===== src/ibr_map.svh =====
// Purpose: offsets, field positions and reset values of the hub router
// Assumes: registers reached over the model-specific register port
// Notes: register addresses, reset values and field positions live here as macros, save the p5..p1 limit fields
// Contract
// - descriptor hit forwards request to port named by 3-bit destination field
// - qualifier set: descriptor hits only when address bit 8 is zero
// - masked address bits 31:12 equal to 20-bit base declare a hit
// - 20-bit mask selects which address bits 31:12 take part in compare
// - coherent snoops go to the 3-bit coherent port, a bridge if needed
// - master limit 00 blocks, 01 one outstanding, 11 up to 15 outstanding, 10 reserved
// - limit fields: p0 15:14, p7 13:12, p5..p1 9:8 down to 1:0
// - pipelined arbitration disable limits whole hub to one outstanding
`ifndef IBR_MAP_SVH
`define IBR_MAP_SVH

// register addresses
`define IBR_MSR_DSC 32'h51010023
`define IBR_MSR_COH 32'h51010080
`define IBR_MSR_PAE 32'h51010081
`define IBR_MSR_ARB 32'h51010082

// reset values
`define IBR_DSC_DEST_RST 3'h0
`define IBR_DSC_QUAL_RST 1'b0
`define IBR_DSC_BASE_RST 20'hfffff
`define IBR_DSC_MASK_RST 20'h00000
`define IBR_COH_RST 3'h0
`define IBR_PAE_RST 16'hffff
`define IBR_ARB_DISABLE_RST 1'b0

// descriptor field positions
`define IBR_DSC_DEST_HI 63
`define IBR_DSC_DEST_LO 61
`define IBR_DSC_QUAL 60
`define IBR_DSC_BASE_HI 39
`define IBR_DSC_BASE_LO 20
`define IBR_DSC_MASK_HI 19
`define IBR_DSC_MASK_LO 0

// other field positions
`define IBR_COH_HI 2
`define IBR_PAE_HI 15
`define IBR_ARB_DISABLE_BIT 62
`define IBR_PAE_P0_LSB 14
`define IBR_PAE_P7_LSB 12
`define IBR_PAE_P6_LSB 10

// request address fields
`define IBR_ADDR_PAGE_HI 31
`define IBR_ADDR_PAGE_LO 12
`define IBR_ADDR_QUAL_BIT 8

// ports and routing
`define IBR_NUM_PORTS 8
`define IBR_UNUSED_PORT 6
`define IBR_DEFAULT_PORT 3'h4
`define IBR_OUTST_MAX 4'hf

`endif


===== src/ibr_pkg.sv =====
// Purpose: shared types of the hub router
// Assumes: nothing beyond ibr_map.svh
// Notes: encodings are fixed by the limit field layout
package ibr_pkg;

  // master activity limit encodings
  typedef enum logic [1:0] {
    IBR_LIM_OFF = 2'h0,
    IBR_LIM_ONE = 2'h1,
    IBR_LIM_RSVD = 2'h2,
    IBR_LIM_ON = 2'h3
  } ibr_limit_t;

  typedef logic [2:0] ibr_port_t;

endpackage : ibr_pkg


===== src/ibr_port_limiter.sv =====
// Purpose: per-port master activity gate with outstanding counter
// Assumes: done pulses only for transactions that were granted
// Notes: grant is a registered one-cycle pulse
`timescale 1ns/100ps
`include "ibr_map.svh"

module ibr_port_limiter (
  // clock and reset
  input wire logic clock,
  input wire logic rst_b,
  // configuration
  input ibr_pkg::ibr_limit_t limit,
  input wire logic hub_ok,
  // master handshake
  input wire logic req,
  input wire logic done,
  output logic eligible,
  output logic busy,
  output logic grant_q
);

  logic [3:0] outst_q;
  logic [3:0] outst_d;
  logic grant_d;
  logic lim_one_ok;
  logic lim_on_ok;

  // reserved encoding is treated like off, the safe reading
  assign lim_one_ok = (limit == ibr_pkg::IBR_LIM_ONE) && (outst_q == 4'h0);
  assign lim_on_ok = (limit == ibr_pkg::IBR_LIM_ON) && (outst_q != `IBR_OUTST_MAX);
  assign eligible = req && (lim_one_ok || lim_on_ok);
  assign grant_d = eligible && hub_ok;
  assign busy = (outst_q != 4'h0);

  // count up on grant and down on done; both at once leave it unchanged
  always_comb begin
    outst_d = outst_q;
    if (grant_d && !done) begin
      outst_d = outst_q + 4'h1;
    end else if (!grant_d && done && busy) begin
      outst_d = outst_q - 4'h1;
    end
  end

  // counter moves with the grant so a second grant cannot slip in
  always_ff @(posedge clock or negedge rst_b) begin
    if (!rst_b) begin
      outst_q <= 4'h0;
      grant_q <= 1'b0;
    end else begin
      outst_q <= outst_d;
      grant_q <= grant_d;
    end
  end

endmodule : ibr_port_limiter


===== src/ibr_hub_router.sv =====
// Purpose: configuration registers, special descriptor routing, snoop
//   port select and master activity gating of the interconnect hub
// Assumes: one request per cycle on the route port; register port
//   accesses are single-cycle strobes
// Notes: route and register answers come one cycle after the strobe
`timescale 1ns/100ps
`include "ibr_map.svh"

module ibr_hub_router (
  // clock and reset
  input wire logic clock,
  input wire logic rst_b,
  // model-specific register port
  input wire logic [31:0] msr_addr,
  input wire logic msr_wr,
  input wire logic msr_rd,
  input wire logic [63:0] msr_wdata,
  output logic [63:0] msr_rdata_q,
  output logic msr_ack_q,
  output logic msr_miss_q,
  // route request
  input wire logic req_valid,
  input wire logic [31:0] req_addr,
  input wire logic req_snoop,
  input wire logic ext_hit,
  input wire logic [2:0] ext_port,
  // route answer
  output logic route_valid_q,
  output logic [2:0] route_port_q,
  output logic route_desc_hit_q,
  output logic route_default_q,
  output logic route_snoop_q,
  output logic route_cfg_err_q,
  // master activity
  input wire logic [7:0] mst_req,
  input wire logic [7:0] mst_done,
  output logic [7:0] mst_grant,
  output logic hub_busy_q
);

  // stored fields
  ibr_pkg::ibr_port_t dsc_dest_q;
  logic dsc_qual_q;
  logic [19:0] dsc_base_q;
  logic [19:0] dsc_mask_q;
  ibr_pkg::ibr_port_t coh_q;
  logic [15:0] pae_q;
  logic pipelined_arb_disable_q;

  // register decode
  logic sel_dsc;
  logic sel_coh;
  logic sel_pae;
  logic sel_arb;
  logic sel_any;
  logic [63:0] rd_dsc;
  logic [63:0] rd_coh;
  logic [63:0] rd_pae;
  logic [63:0] rd_arb;
  logic [63:0] rd_mux;

  assign sel_dsc = (msr_addr == `IBR_MSR_DSC);
  assign sel_coh = (msr_addr == `IBR_MSR_COH);
  assign sel_pae = (msr_addr == `IBR_MSR_PAE);
  assign sel_arb = (msr_addr == `IBR_MSR_ARB);
  assign sel_any = sel_dsc || sel_coh || sel_pae || sel_arb;

  // readback images; reserved ranges outside the stored fields read zero
  assign rd_dsc = {dsc_dest_q, dsc_qual_q, 20'h00000, dsc_base_q, dsc_mask_q};
  assign rd_coh = {61'h0, coh_q};
  assign rd_pae = {48'h0, pae_q};
  assign rd_arb = {1'b0, pipelined_arb_disable_q, 62'h0};

  // read selection, unmapped addresses answer zero
  always_comb begin
    if (sel_dsc) begin
      rd_mux = rd_dsc;
    end else if (sel_coh) begin
      rd_mux = rd_coh;
    end else if (sel_pae) begin
      rd_mux = rd_pae;
    end else if (sel_arb) begin
      rd_mux = rd_arb;
    end else begin
      rd_mux = 64'h0;
    end
  end

  // descriptor register; software keeps reserved bits, we drop them
  always_ff @(posedge clock or negedge rst_b) begin
    if (!rst_b) begin
      dsc_dest_q <= `IBR_DSC_DEST_RST;
      dsc_qual_q <= `IBR_DSC_QUAL_RST;
      dsc_base_q <= `IBR_DSC_BASE_RST;
      dsc_mask_q <= `IBR_DSC_MASK_RST;
    end else if (msr_wr && sel_dsc) begin
      dsc_dest_q <= msr_wdata[`IBR_DSC_DEST_HI:`IBR_DSC_DEST_LO];
      dsc_qual_q <= msr_wdata[`IBR_DSC_QUAL];
      dsc_base_q <= msr_wdata[`IBR_DSC_BASE_HI:`IBR_DSC_BASE_LO];
      dsc_mask_q <= msr_wdata[`IBR_DSC_MASK_HI:`IBR_DSC_MASK_LO];
    end
  end

  // coherent port select
  always_ff @(posedge clock or negedge rst_b) begin
    if (!rst_b) begin
      coh_q <= `IBR_COH_RST;
    end else if (msr_wr && sel_coh) begin
      coh_q <= msr_wdata[`IBR_COH_HI:0];
    end
  end

  // limit fields; the port 6 pair is stored so write-as-read round trips
  always_ff @(posedge clock or negedge rst_b) begin
    if (!rst_b) begin
      pae_q <= `IBR_PAE_RST;
    end else if (msr_wr && sel_pae) begin
      pae_q <= msr_wdata[`IBR_PAE_HI:0];
    end
  end

  // arbitration control
  always_ff @(posedge clock or negedge rst_b) begin
    if (!rst_b) begin
      pipelined_arb_disable_q <= `IBR_ARB_DISABLE_RST;
    end else if (msr_wr && sel_arb) begin
      pipelined_arb_disable_q <= msr_wdata[`IBR_ARB_DISABLE_BIT];
    end
  end

  // register answer, one cycle after any strobe
  always_ff @(posedge clock or negedge rst_b) begin
    if (!rst_b) begin
      msr_ack_q <= 1'b0;
      msr_miss_q <= 1'b0;
      msr_rdata_q <= 64'h0;
    end else begin
      msr_ack_q <= msr_wr || msr_rd;
      msr_miss_q <= (msr_wr || msr_rd) && !sel_any;
      if (msr_rd) begin
        msr_rdata_q <= rd_mux;
      end
    end
  end

  // special descriptor hit detection
  logic [19:0] page_masked;
  logic base_match;
  logic qual_ok;
  logic desc_hit;

  assign page_masked = req_addr[`IBR_ADDR_PAGE_HI:`IBR_ADDR_PAGE_LO] & dsc_mask_q;
  assign base_match = (page_masked == dsc_base_q);
  assign qual_ok = !dsc_qual_q || !req_addr[`IBR_ADDR_QUAL_BIT];
  assign desc_hit = base_match && qual_ok;

  // route selection: snoops first, then descriptor, then the other
  // decoders, else the subtractive default port
  ibr_pkg::ibr_port_t route_port_d;
  logic cfg_err_d;
  logic default_d;

  always_comb begin
    if (req_snoop) begin
      route_port_d = coh_q;
    end else if (desc_hit) begin
      route_port_d = dsc_dest_q;
    end else if (ext_hit) begin
      route_port_d = ext_port;
    end else begin
      route_port_d = `IBR_DEFAULT_PORT;
    end
  end

  // overlapping hits are a setup fault; routing then follows the descriptor
  assign cfg_err_d = !req_snoop && desc_hit && ext_hit;
  assign default_d = !req_snoop && !desc_hit && !ext_hit;

  // route answer registers
  always_ff @(posedge clock or negedge rst_b) begin
    if (!rst_b) begin
      route_valid_q <= 1'b0;
      route_port_q <= 3'h0;
      route_desc_hit_q <= 1'b0;
      route_default_q <= 1'b0;
      route_snoop_q <= 1'b0;
      route_cfg_err_q <= 1'b0;
    end else begin
      route_valid_q <= req_valid;
      if (req_valid) begin
        route_port_q <= route_port_d;
        route_desc_hit_q <= !req_snoop && desc_hit;
        route_default_q <= default_d;
        route_snoop_q <= req_snoop;
        route_cfg_err_q <= cfg_err_d;
      end
    end
  end

  // per-port master gating
  logic [7:0] port_elig;
  logic [7:0] port_busy;
  logic [7:0] first_elig;
  logic [7:0] hub_ok;
  logic any_busy;

  // with pipelining off only the lowest eligible port may start, and only
  // when nothing is in flight; this costs throughput but keeps one open
  assign first_elig = port_elig & (~port_elig + 8'h01);
  assign any_busy = |port_busy;
  assign hub_ok = pipelined_arb_disable_q ? (any_busy ? 8'h00 : first_elig) : 8'hff;

  genvar gi;
  generate
    for (gi = 0; gi < `IBR_NUM_PORTS; gi++) begin : g_port
      localparam int LSB = (gi == 0) ? `IBR_PAE_P0_LSB :
        (gi == 7) ? `IBR_PAE_P7_LSB :
        (gi == `IBR_UNUSED_PORT) ? `IBR_PAE_P6_LSB : 2 * (gi - 1);
      ibr_pkg::ibr_limit_t lim;

      // the unused port never masters whatever its reserved field holds
      assign lim = (gi == `IBR_UNUSED_PORT) ? ibr_pkg::IBR_LIM_OFF :
        ibr_pkg::ibr_limit_t'(pae_q[LSB+1:LSB]);

      ibr_port_limiter u_lim (
        .clock(clock),
        .rst_b(rst_b),
        .limit(lim),
        .hub_ok(hub_ok[gi]),
        .req(mst_req[gi]),
        .done(mst_done[gi]),
        .eligible(port_elig[gi]),
        .busy(port_busy[gi]),
        .grant_q(mst_grant[gi])
      );
    end
  endgenerate

  // hub activity status
  always_ff @(posedge clock or negedge rst_b) begin
    if (!rst_b) begin
      hub_busy_q <= 1'b0;
    end else begin
      hub_busy_q <= any_busy;
    end
  end

endmodule : ibr_hub_router


===== config.mk =====
export PLATFORM = sky130hd
export DESIGN_NAME = ibr_hub_router
export DESIGN_NICKNAME = d
export VERILOG_FILES = /design/src/ibr_pkg.sv /design/src/ibr_port_limiter.sv /design/src/ibr_hub_router.sv
export VERILOG_INCLUDE_DIRS = /design/src
export SDC_FILE = /design/constraint.sdc
export NUM_CORES = 1
export LEC_CHECK = 0
export ABC_AREA = 1
export BUFFER_PORTS_ARGS = -buffer_cell sky130_fd_sc_hd__buf_2
export CAP_MARGIN = 20
export CELL_PAD_IN_SITES_DETAIL_PLACEMENT = 1
export CELL_PAD_IN_SITES_GLOBAL_PLACEMENT = 1
export CORE_ASPECT_RATIO = 2
export CORE_MARGIN = 1.5
export CORE_UTILIZATION = 42
export CTS_CLUSTER_SIZE = 30
export DETAILED_ROUTE_END_ITERATION = 10
export PLACE_DENSITY_LB_ADDON = 0.1
export SLEW_MARGIN = 20
export SYNTH_ARGS = -nofsm -noshare
export SYNTH_HDL_FRONTEND = slang
export SYNTH_SLANG_ARGS = --single-unit

===== constraint.sdc =====
create_clock -name clock -period 7.4 [get_ports clock]
set_input_delay 0 -clock clock [delete_from_list [all_inputs] [get_ports clock]]
set_output_delay 0 -clock clock [all_outputs]
set_load 0.005 [all_outputs]

==> out/metrics.yaml, run 1 <==
worst_setup_path_start_kind: "flop"
antenna_found_initial: 3
start_util_pct: 42.97
synthMuxAreaShare_pct: 3.654
synth-simple-area-share_pct: 26.63
cp_common_cell: "nand2_1"
yosys_register_bits: 158
slew_headroom_pct: 34.76
synth_edf_count: 0
synth.distinct_cells: 45
slowest_stage: "dfrtp_1"
powerDensity_nw_per_um2: 233.5
synthAdderAreaFrac_pct: 4.090
path_buf_inv: 1
synth_ff_type: "dfrtp_1"
irDropWorstVdd_mv: 0.1442
grt_max_degree: 90
fmaxAchievable_mhz: 355.8
grt.total_usage_pct: 25.54
tns_ns: 0
drive_gt1_share_pct: 27.38
stdcell_area_um2: 10560
boundaryPins: 237
syn_inst: 974
clock_latency_ns: 0.43
layout_commonest_cell: "nand2_1"
cts_resized: 0
synth_top_area_cell: "dfrtp_1"
netlist.area_leader.share_pct: 36.69
final_antenna_net_count: 0
ys_warn_count: 0
grt_pass1_vias: 8046
htreeDepth: 4
path_cells: "nor2_1 > nand2_1 > nor2_2 > nand2_2 > nor2_4 > nor2_2 > nor2_4 > nand3_1 > ha_1 > nand2_1 > nand2_1 > a31oi_1 > inv_1 > nand2_1 > nand3_1 > nand2_1 > nand2_1"
first_pass_iters: 4
ys_seq_area_share_pct: 48.05
dieArea_um2: 20720
final_cell_mix: "305 x nand2_1, 182 x buf_2, 122 x dfrtp_1, 84 x inv_1, 70 x nand3_1"
rsz0062_at_grt: "false"
fp-row-count: 72
synth.cell_area_um2: 8322
fin_nets: 1380
drt_iter0_drc: 222
fin_cells: 1478
max_stage_delay_ns: 0.46
dp.cells: 1388
drv_cap: 0
fin_crit_sh_pct: 37.98
placeableCoreArea_um2: 19370
gr-total-overflow: 0
status: "complete, no violations"
min_period_ns: 2.811
cts_tree: "yes"
synth_area_leaders: "dfrtp_1 37%, nand2_1 14%, dfstp_2 11%, nand3_1 4.2%, inv_1 3.8%"
cts_buffer_depth: 2
gp_congestion: 0.7769
synth_top_family_by_area: "simple AND/OR/NAND/NOR gates"
avgSynthCellArea_um2: 8.544
cp_top_family: "simple AND/OR/NAND/NOR gates"
final_hold_viol_count: 0
via_count: 7392
io_buffer_count: 183
die_width_um: 102.5
die_h_um: 202.1
grt_pass1_wl_um: 40310
synthArstFlopShare_pct: 100.0
clk_pin_slew_ns: 0.07
cellLeakagePower_nw: 5.577
drv_slew: 0
placed_cell_area_um2: 9350
clock-sinks: 158
crit_required_ns: 7.73
vias_per_cell: 5.001
min_path_type: "input pin to flop"
cp_data_arrival_time_ns: 3.14
cts_made_buffers: 17
root_buffer: "clkbuf_16"
worst_pin_slew_ns: 0.9763
worstSetupPathType: "flop to flop"
synth_compound_area_share_pct: 6.420
synth_xor_area_share_pct: 3.142
routed_wl_um: 25200
finClkSkew_ns: 0.009072
wl_per_cell_um: 17.05
drc: 0
hpwl_um: 17570
setup_viol: 0
crit_fanout: 6
area_delta_synth_final_pct: 26.88
worstSetupEndpointType: "flop"
layer usage:
metal	GRT usage, %	vias to the layer above	share of wire, %
li1	-	3520	-
met1	25.92	3641	35
met2	48.98	172	57
met3	3.734	59	3.5
met4	11.94	0	3.7
met5	0	-	0
power by group:
| group | switching (mW) | total (mW) | internal, mW |
|---|---|---|---|
| Combinational | 0.261 | 0.466 | 0.205 |
| Sequential | 0.0939 | 1.03 | 0.937 |
| Clock | 0.374 | 0.968 | 0.594 |
| Total | 0.729 | 2.47 | 1.74 |
worst min-delay path: cells and delay by family:
kind / cells / cell delay (ns)
buffers and inverters: 2 / 0.14
AND/OR/NAND/NOR: 3 / 0.26
state kept, by name, indices dropped and copies added, names as in the netlist:
register                 count
msr_rdata_q                 44
g_port.u_lim.outst_q        32
dsc_base_q                  20
dsc_mask_q                  20
pae_q                       16
g_port.u_lim.grant_q         7
coh_q                        3
dsc_dest_q                   3
route_port_q                 3
dsc_qual_q                   1
hub_busy_q                   1
msr_ack_q                    1
msr_miss_q                   1
pipelined_arb_disable_q      1
route_cfg_err_q              1
route_default_q              1
route_desc_hit_q             1
route_snoop_q                1
route_valid_q                1
path summary, 6_finish.rpt:
path / startpoint / end / slack [ns] / cells after the start
worst max-delay path: g_port[5].u_lim.outst_q[0] / g_port[1].u_lim.outst_q[3] / 4.59 / 17
worst min-delay path: mst_done[5] / g_port[5].u_lim.outst_q[1] / 0.002 / 5
worst max register to register: g_port[5].u_lim.outst_q[0] / g_port[1].u_lim.outst_q[3] / 4.59 / 17
worst min register to register: msr_rdata_q[39] / msr_rdata_q[39] / 0.48 / 2
max in group asynchronous: rst_b / dsc_mask_q[6] / 5.72 / 3
min in group asynchronous: rst_b / route_valid_q / 0.20 / 2
cell usage after synthesis, drive strengths merged (5+ instances only):
cell	instances
xor2	19
nand4	13
dfstp	36
o21ai	62
nor3	5
xnor2	10
nand3	74
nor2	64
nand2	323
buf	39
a21oi	20
clkbuf	12
mux2	27
dfrtp	122
nand3b	6
ha	16
fa	7
or2	7
inv	90
a31oi	5
a22o	7
metrics by stage:
step | util, % | total power [mW] | worst slack [ns] | hold WS (ns)
floorplan | - | 1.343 | 4.954 | -0.2956
global placement | 48.28 | 1.467 | 4.721 | 0.1348
detailed placement | 48.28 | 1.492 | 4.614 | 0.1395
CTS | 54.48 | 2.494 | 4.568 | 0.003031
global route | 54.52 | 2.606 | 4.334 | 0.03489
finish | 54.52 | 2.465 | 4.589 | 0.001950
what timing repair did:
item	CTS	global route
buffers inserted	0	0
hold endpoints to repair	156	0
hold buffers	55	0
cell type report:
cell class                      instances  area (um2)
Clock buffer                           20       466.7
Antenna cell                            3       7.507
Clock inverter                         12       183.9
Fill cell                            2423        8810
Sequential cell                       158        3999
Tap cell                              259       324.1
Inverter                               92       347.8
Timing Repair Buffer                  241        1495
Multi-Input combinational cell        693        3735
logic make-up (layout without fill, tap and decap cells):
logic type	Yosys count	in the layout
AO/OA/AOI/OAI	97	97
XOR/XNOR	29	29
adder cells (fa/ha/maj)	23	23
buffers and inverters	143	365
flip-flops	158	158
multiplexers	27	27
other	1	24
AND/OR/NAND/NOR	496	496
Power figures use the tool's default switching activity.
==> run 2, diff against run 1 <==
ABC_AREA = 0   (was 1)
CORE_UTILIZATION = 36   (was 42)
clock period = 2.56 ns   (was 7.4 ns; I/O delays follow)
==> run 2 against run 1 <==
Effect of this change:
- the run now ends with negative hold slack, negative setup slack left
- critical endpoint is now g_port[7].u_lim.outst_q[3]
- combinational power is 78% higher
- via count shrank 8.7%
- first-iteration DRC count fell by 41%
- clock power increased to 3.0 times the previous value
- final cell count shrank 10%
- clock skew shrank 0.0014 ns
- maximum frequency down 14%
==> out/metrics.yaml, run 2 <==
max_flop_register: "msr_rdata_q"
fmaxAchievable_mhz: 306.9
root_buffer: "clkbuf_16"
seqPwrFrac_pct: 40.8
synth_ff_type: "dfrtp_1"
placeableCoreArea_um2: 22060
post-synth-top-count-cell: "dfrtp_1"
power.total_mw: 6.287
synthTopCellsByCount: "122 x dfrtp_1, 71 x mux2_2, 46 x inv_1, 43 x nand3_1, 36 x dfstp_2"
boundaryPins: 237
worstSetupPathType: "flop to flop"
yosys_register_bits: 158
ys_warn_count: 0
clock-sinks: 158
globalRouteMet1Util_pct: 23.07
final-seq-area_um2: 4000
crit_required_ns: 2.88
powerDensity_nw_per_um2: 550.2
syn_inst: 721
vias_per_cell: 5.077
slew_headroom_pct: 51.19
fin_nets: 1217
r2r_slack_ns: -0.70
routed_wl_um: 25290
first_pass_iters: 4
switching_share_pct: 23.38
r2r_start: "g_port[6].u_lim.outst_q[1]"
crit_fanout: 5
path_buf_inv: 1
cp_common_cell: "ha_4"
startpoint: "g_port[6].u_lim.outst_q[1]"
clk_pin_slew_ns: 0.06
antenna_found_initial: 1
gp_congestion: 0.8143
r2r_cells: 14
netlist.area_leader.share_pct: 37.85
cellLeakagePower_nw: 5.651
cp_data_arrival_time_ns: 3.58
min_period_ns: 3.258
final_cell_mix: "182 x buf_2, 121 x dfrtp_1, 84 x buf_4, 70 x mux2_2, 54 x dlygate4sd3_1"
top_regs: "msr_rdata_q (44), g_port.u_lim.outst_q (32)"
cp_top_family: "simple AND/OR/NAND/NOR gates"
synth_top_area_cell: "dfrtp_1"
cts_made_buffers: 17
synth_area_leaders: "dfrtp_1 38%, dfstp_2 12%, mux2_2 9.9%, buf_4 2.8%, nand3_1 2.7%"
worst_setup_path_start_kind: "flop"
stdcell_area_um2: 11430
p_comb_share_pct: 13.2
cts_buffer_depth: 2
gr-total-overflow: 0
grtUsageMet2_pct: 43.38
grt_pass1_wl_um: 40450
fp-row-count: 77
rsz0062_at_grt: "true"
setup_viol: 25
slowest_stage: "dfrtp_1"
ys_seq_area_share_pct: 49.57
finClkSkew_ns: 0.007644
grt_use_met3_pct: 4.762
path_cells: "inv_2 > ha_4 > or3b_4 > nor4_4 > nand4_4 > nor4b_4 > nor2_2 > or2_4 > ha_4 > a21o_1 > a21oi_2 > o41ai_2 > a31oi_1 > a211o_1"
crit_end: "g_port[7].u_lim.outst_q[3]"
multi_input_area_um2: 3966
drv_slew: 0
cp.depth: 14
start_util_pct: 36.56
area_delta_synth_final_pct: 41.65
dp_slack_ns: -0.8490
worst_pin_slew_ns: 0.7321
internal-power_mw: 4.817
power_switching_mw: 1.470
min_path_type: "input pin to flop"
power_frac_clock_pct: 46.0
drive_gt1_share_pct: 46.91
final_hold_viol_count: 1
synthArstFlopShare_pct: 100.0
nFillCells: 2404
largest_register_ffs: 44
via_count: 6752
violations: "negative hold slack, negative setup slack"
final_antenna_net_count: 0
reg2reg_to: "g_port[7].u_lim.outst_q[3]"
grt_pass1_vias: 7679
worst_slack_ns: -0.6979
synth.distinct_cells: 71
synth.cell_area_um2: 8066
synth_edf_count: 0
hpwl_um: 18550
wl_per_cell_um: 19.02
avgSynthCellArea_um2: 11.19
layout_commonest_cell: "buf_2"
hold_slack_ns: -0.002800
grt_max_degree: 72
fin_cells: 1330
clock_latency_ns: 0.44
fin_crit_sh_pct: 127.3
cts_tree: "yes"
placed_cell_area_um2: 9853
io_buffer_count: 183
htreeDepth: 4
dieArea_um2: 23370
drc: 0
worstSetupEndpointType: "flop"
grt.total_usage_pct: 22.83
drv_cap: 0
drt_iter0_drc: 131
status: "finished with violations"
grt_busiest_layer: "met2"
die_h_um: 214.7
max_stage_delay_ns: 0.39
die_width_um: 108.8
irDropWorstVdd_mv: 0.4248
dp.cells: 1229
[run 2: cell count changes after synthesis, moves of 12 or more]
cell / change
a21o_1: +12
a21oi_1: +13
a22oi_1: +13
inv_1: -38
mux2_2: +47
nand2_1: -278
nand2_2: -15
nand3_1: -27
nor2_1: -20
nor2_2: -12
o21ai_0: -23
[run 2: worst min-delay path, stage by stage]
cell and delay, ns:
buf_2 0.14, nand3_4 0.10, nand2_4 0.09, xor2_1 0.06
[run 2: worst min path at each step]
stage | startpoint | end | slack [ns] | cells after the start
floorplan | rst_b | coh_q[0] | -0.30 | 0
CTS | mst_done[7] | g_port[7].u_lim.outst_q[0] | 0.0005 | 3
global placement | rst_b | g_port[1].u_lim.grant_q | 0.07 | 1
global route | mst_done[5] | g_port[5].u_lim.outst_q[0] | 0.008 | 4
detailed placement | rst_b | g_port[1].u_lim.grant_q | 0.08 | 1
finish | mst_done[5] | g_port[5].u_lim.outst_q[0] | -0.003 | 4
[run 2: final cells by class]
class	count	area share (%)
tap	276	3.022
clock inverter	10	1.818
timing repair buffer	335	19.93
inverter	46	1.511
antenna	1	0.02190
multi-input combinational	482	34.71
clock buffer	22	3.975
sequential	158	35.01
[run 2: power groups by stage]
stage	clock, mW	combinational [mW]	sequential, mW
finish	2.89	0.830	2.56
CTS	2.97	0.779	2.56
global route	3.04	0.905	2.57
floorplan	0	0.310	2.62
global placement	0	0.622	2.60
detailed placement	0	0.645	2.61
[run 2: per-layer routing]
layer	up-vias	wire, um
met4	0	899
met1	3391	8831
met5	-	0
met3	53	968
met2	160	14590
li1	3148	-
[run 2: repair_timing]
action                     in CTS  in global routing
hold buffers                   54                  0
resized for setup              35                 15
setup endpoints to repair      27                 29
pin swaps                      21                 18
hold endpoints to repair      138                  0
buffers inserted                8                 16
[run 2: cell families (layout without fill, tap and decap cells)]
family                     after synthesis  after routing  share of synthesized area, %
and+or+nand+nor                        186            186                         13.68
DFF                                    158            158                         49.57
AOI/OAI and AO/OA                      136            136                         10.98
buffers and inverters                  101            413                         6.329
muxes                                   87             87                         12.02
xor gates and xnor gates                29             29                         3.149
adders and majority gates               23             23                         4.219
other                                    1             22                       0.04649
[run 2: metrics by stage]
step / utilization, % / setup TNS (ns)
after CTS: 51.19 / -10.13
after detailed placement: 44.66 / -10.12
after global placement: 44.66 / -8.814
after floorplan: - / -5.741
final: 51.79 / -11.34
after global routing: 51.79 / -14.18
==> run 3, diff against run 2 <==
--- a/config.mk
+++ b/config.mk
@@ -17,5 +17,5 @@
 export CTS_CLUSTER_SIZE = 30
 export DETAILED_ROUTE_END_ITERATION = 10
-export PLACE_DENSITY_LB_ADDON = 0.1
+export PLACE_DENSITY = 0.83
 export SLEW_MARGIN = 20
 export SYNTH_ARGS = -nofsm -noshare
==> constraint.sdc (replaced) <==
create_clock -name clock -period 2.56 [get_ports clock]
set_input_delay 0 -clock clock [delete_from_list [all_inputs] [get_ports clock]]
set_output_delay 0 -clock clock [all_outputs]
set_load 0.05 [all_outputs]
==> run 3 against run 2 <==
Effect of this change:
- the flow finishes with violations (negative setup slack)
- sequential share of layout area down 0.065 points
- register-to-register slack worse by 0.11 ns
- first-iteration DRC count up 110%
- sequential power about the same
- combinational power up 23%
- largest power group unchanged
==> out/metrics.yaml, run 3 (synthesis results as in run 2) <==
max_flop_register: "msr_rdata_q"
drv_cap: 0
dp_slack_ns: -0.8153
drt_iter0_drc: 269
largest_register_ffs: 44
start_util_pct: 36.56
worstSetupEndpointType: "flop"
drv_slew: 0
area_delta_synth_final_pct: 41.91
r2r_slack_ns: -0.80
crit_fanout: 3
die_h_um: 214.7
hpwl_um: 18740
cp_data_arrival_time_ns: 3.72
final_hold_viol_count: 0
min_period_ns: 3.364
worst_setup_path_start_kind: "flop"
hold_slack_ns: 0.03095
fp-row-count: 77
placeableCoreArea_um2: 22060
grt_max_degree: 81
dieArea_um2: 23370
fin_cells: 1342
worst_pin_slew_ns: 0.8019
violations: "negative setup slack"
status: "finished with violations"
dp.cells: 1237
min_path_type: "input pin to flop"
final_antenna_net_count: 0
boundaryPins: 237
drc: 0
grt_pass1_vias: 8024
root_buffer: "clkbuf_16"
crit_required_ns: 2.92
io_buffer_count: 183
first_pass_iters: 4
slew_headroom_pct: 46.54
r2r_cells: 13
nFillCells: 2423
cellLeakagePower_nw: 5.670
tns_ns: -14.29
cts_made_buffers: 17
grt_pass1_wl_um: 43390
rsz0062_at_grt: "true"
fmaxAchievable_mhz: 297.2
fin_nets: 1226
grt.total_usage_pct: 24.86
gp_congestion: 0.8351
final_cell_mix: "182 x buf_2, 121 x dfrtp_1, 90 x buf_4, 69 x mux2_2, 55 x dlygate4sd3_1"
finClkSkew_ns: 0.01102
drive_gt1_share_pct: 47.18
die_width_um: 108.8
clock-sinks: 158
cts_buffer_depth: 2
htreeDepth: 4
fin_crit_sh_pct: 131.4
worstHoldPathCells: 3
setup_viol: 28
routed_wl_um: 27940
clk_pin_slew_ns: 0.06
reg2reg_to: "g_port[3].u_lim.outst_q[3]"
cts_tree: "yes"
r2r_start: "g_port[6].u_lim.outst_q[0]"
vias_per_cell: 5.288
via_count: 7097
worst_slack_ns: -0.8045
wl_per_cell_um: 20.82
clock_latency_ns: 0.44
hp-start: "msr_addr[1]"
hold_end: "msr_rdata_q[62]"
layout_commonest_cell: "buf_2"
antenna_found_initial: 4
irDropWorstVdd_mv: 0.4117
powerDensity_nw_per_um2: 551.6
top_regs: "msr_rdata_q (44), g_port.u_lim.outst_q (32)"
worstSetupPathType: "flop to flop"
gr-total-overflow: 0
==> run 3: changes by cell type in the layout (fill, tap and decap cells not counted), moves of 3 or more <==
cell	previous run	this run
buf_4	84	90
diode_2	1	4
buf_12	3	6
clkinv_4	0	4
==> run 3: cell type report <==
class | count | area [um2] | area share [%]
inverters | 46 | 172.7 | 1.508
well taps | 276 | 345.3 | 3.017
repair buffers | 344 | 2381 | 20.80
clock inverters | 13 | 188.9 | 1.650
clock buffers | 19 | 432.9 | 3.782
multi-input cells | 482 | 3916 | 34.21
flip-flops and latches | 158 | 4000 | 34.94
diodes | 4 | 10.01 | 0.08744
==> run 3: per-layer routing <==
| layer | track usage, % | wire length [um] | share of wire (%) |
|---|---|---|---|
| met5 | 0 | 0 | 0 |
| met4 | 14.96 | 1393 | 5.0 |
| met3 | 4.428 | 996 | 3.6 |
| met2 | 45.66 | 15910 | 57 |
| met1 | 25.22 | 9648 | 35 |
==> run 3: repair_timing <==
item	CTS	global route
cloned	0	0
gates resized for setup	30	14
pin swaps	23	18
hold buffers	55	0
buffers inserted	15	4
setup endpoints to repair	28	31
endpoints found under the hold margin	143	0
==> run 3: worst max path at each step <==
stage | start | end | depth (start not counted)
floorplan | g_port[1].u_lim.outst_q[0] | g_port[7].u_lim.outst_q[3] | 12
global placement | g_port[6].u_lim.outst_q[1] | g_port[7].u_lim.outst_q[3] | 14
detailed placement | g_port[6].u_lim.outst_q[1] | g_port[3].u_lim.outst_q[3] | 13
CTS | g_port[7].u_lim.outst_q[3] | g_port[5].u_lim.outst_q[3] | 11
global route | g_port[6].u_lim.outst_q[0] | g_port[5].u_lim.outst_q[3] | 13
finish | g_port[6].u_lim.outst_q[0] | g_port[3].u_lim.outst_q[3] | 13
==> run 3: through the flow <==
stage | instance area [um2] | power (mW) | utilization (%)
finish | 11450 | 6.314 | 51.89
global route | 11450 | 6.510 | 51.89
CTS | 11340 | 6.327 | 51.40
detailed placement | 9938 | 3.448 | 45.05
global placement | 9938 | 3.408 | 45.05
floorplan | 8245 | 3.073 | -
==> run 3: critical path, cell delays in order (launching register included) <==
cell and delay, ns:
dfrtp_1 0.40, inv_2 0.09, ha_4 0.12, or3b_4 0.40, nor4_4 0.35, nand4_2 0.18
buf_4 0.18, nand2b_1 0.15, a211o_1 0.31, ha_1 0.30, a21o_1 0.21, a21oi_2 0.16
mux2i_1 0.26, xor2_1 0.17
==> run 3: where the power goes <==
part / switching, mW / internal [mW] / total, mW
combinational: 0.587 / 0.438 / 1.02
sequential: 0.0235 / 2.54 / 2.57
clock: 1.09 / 1.64 / 2.72
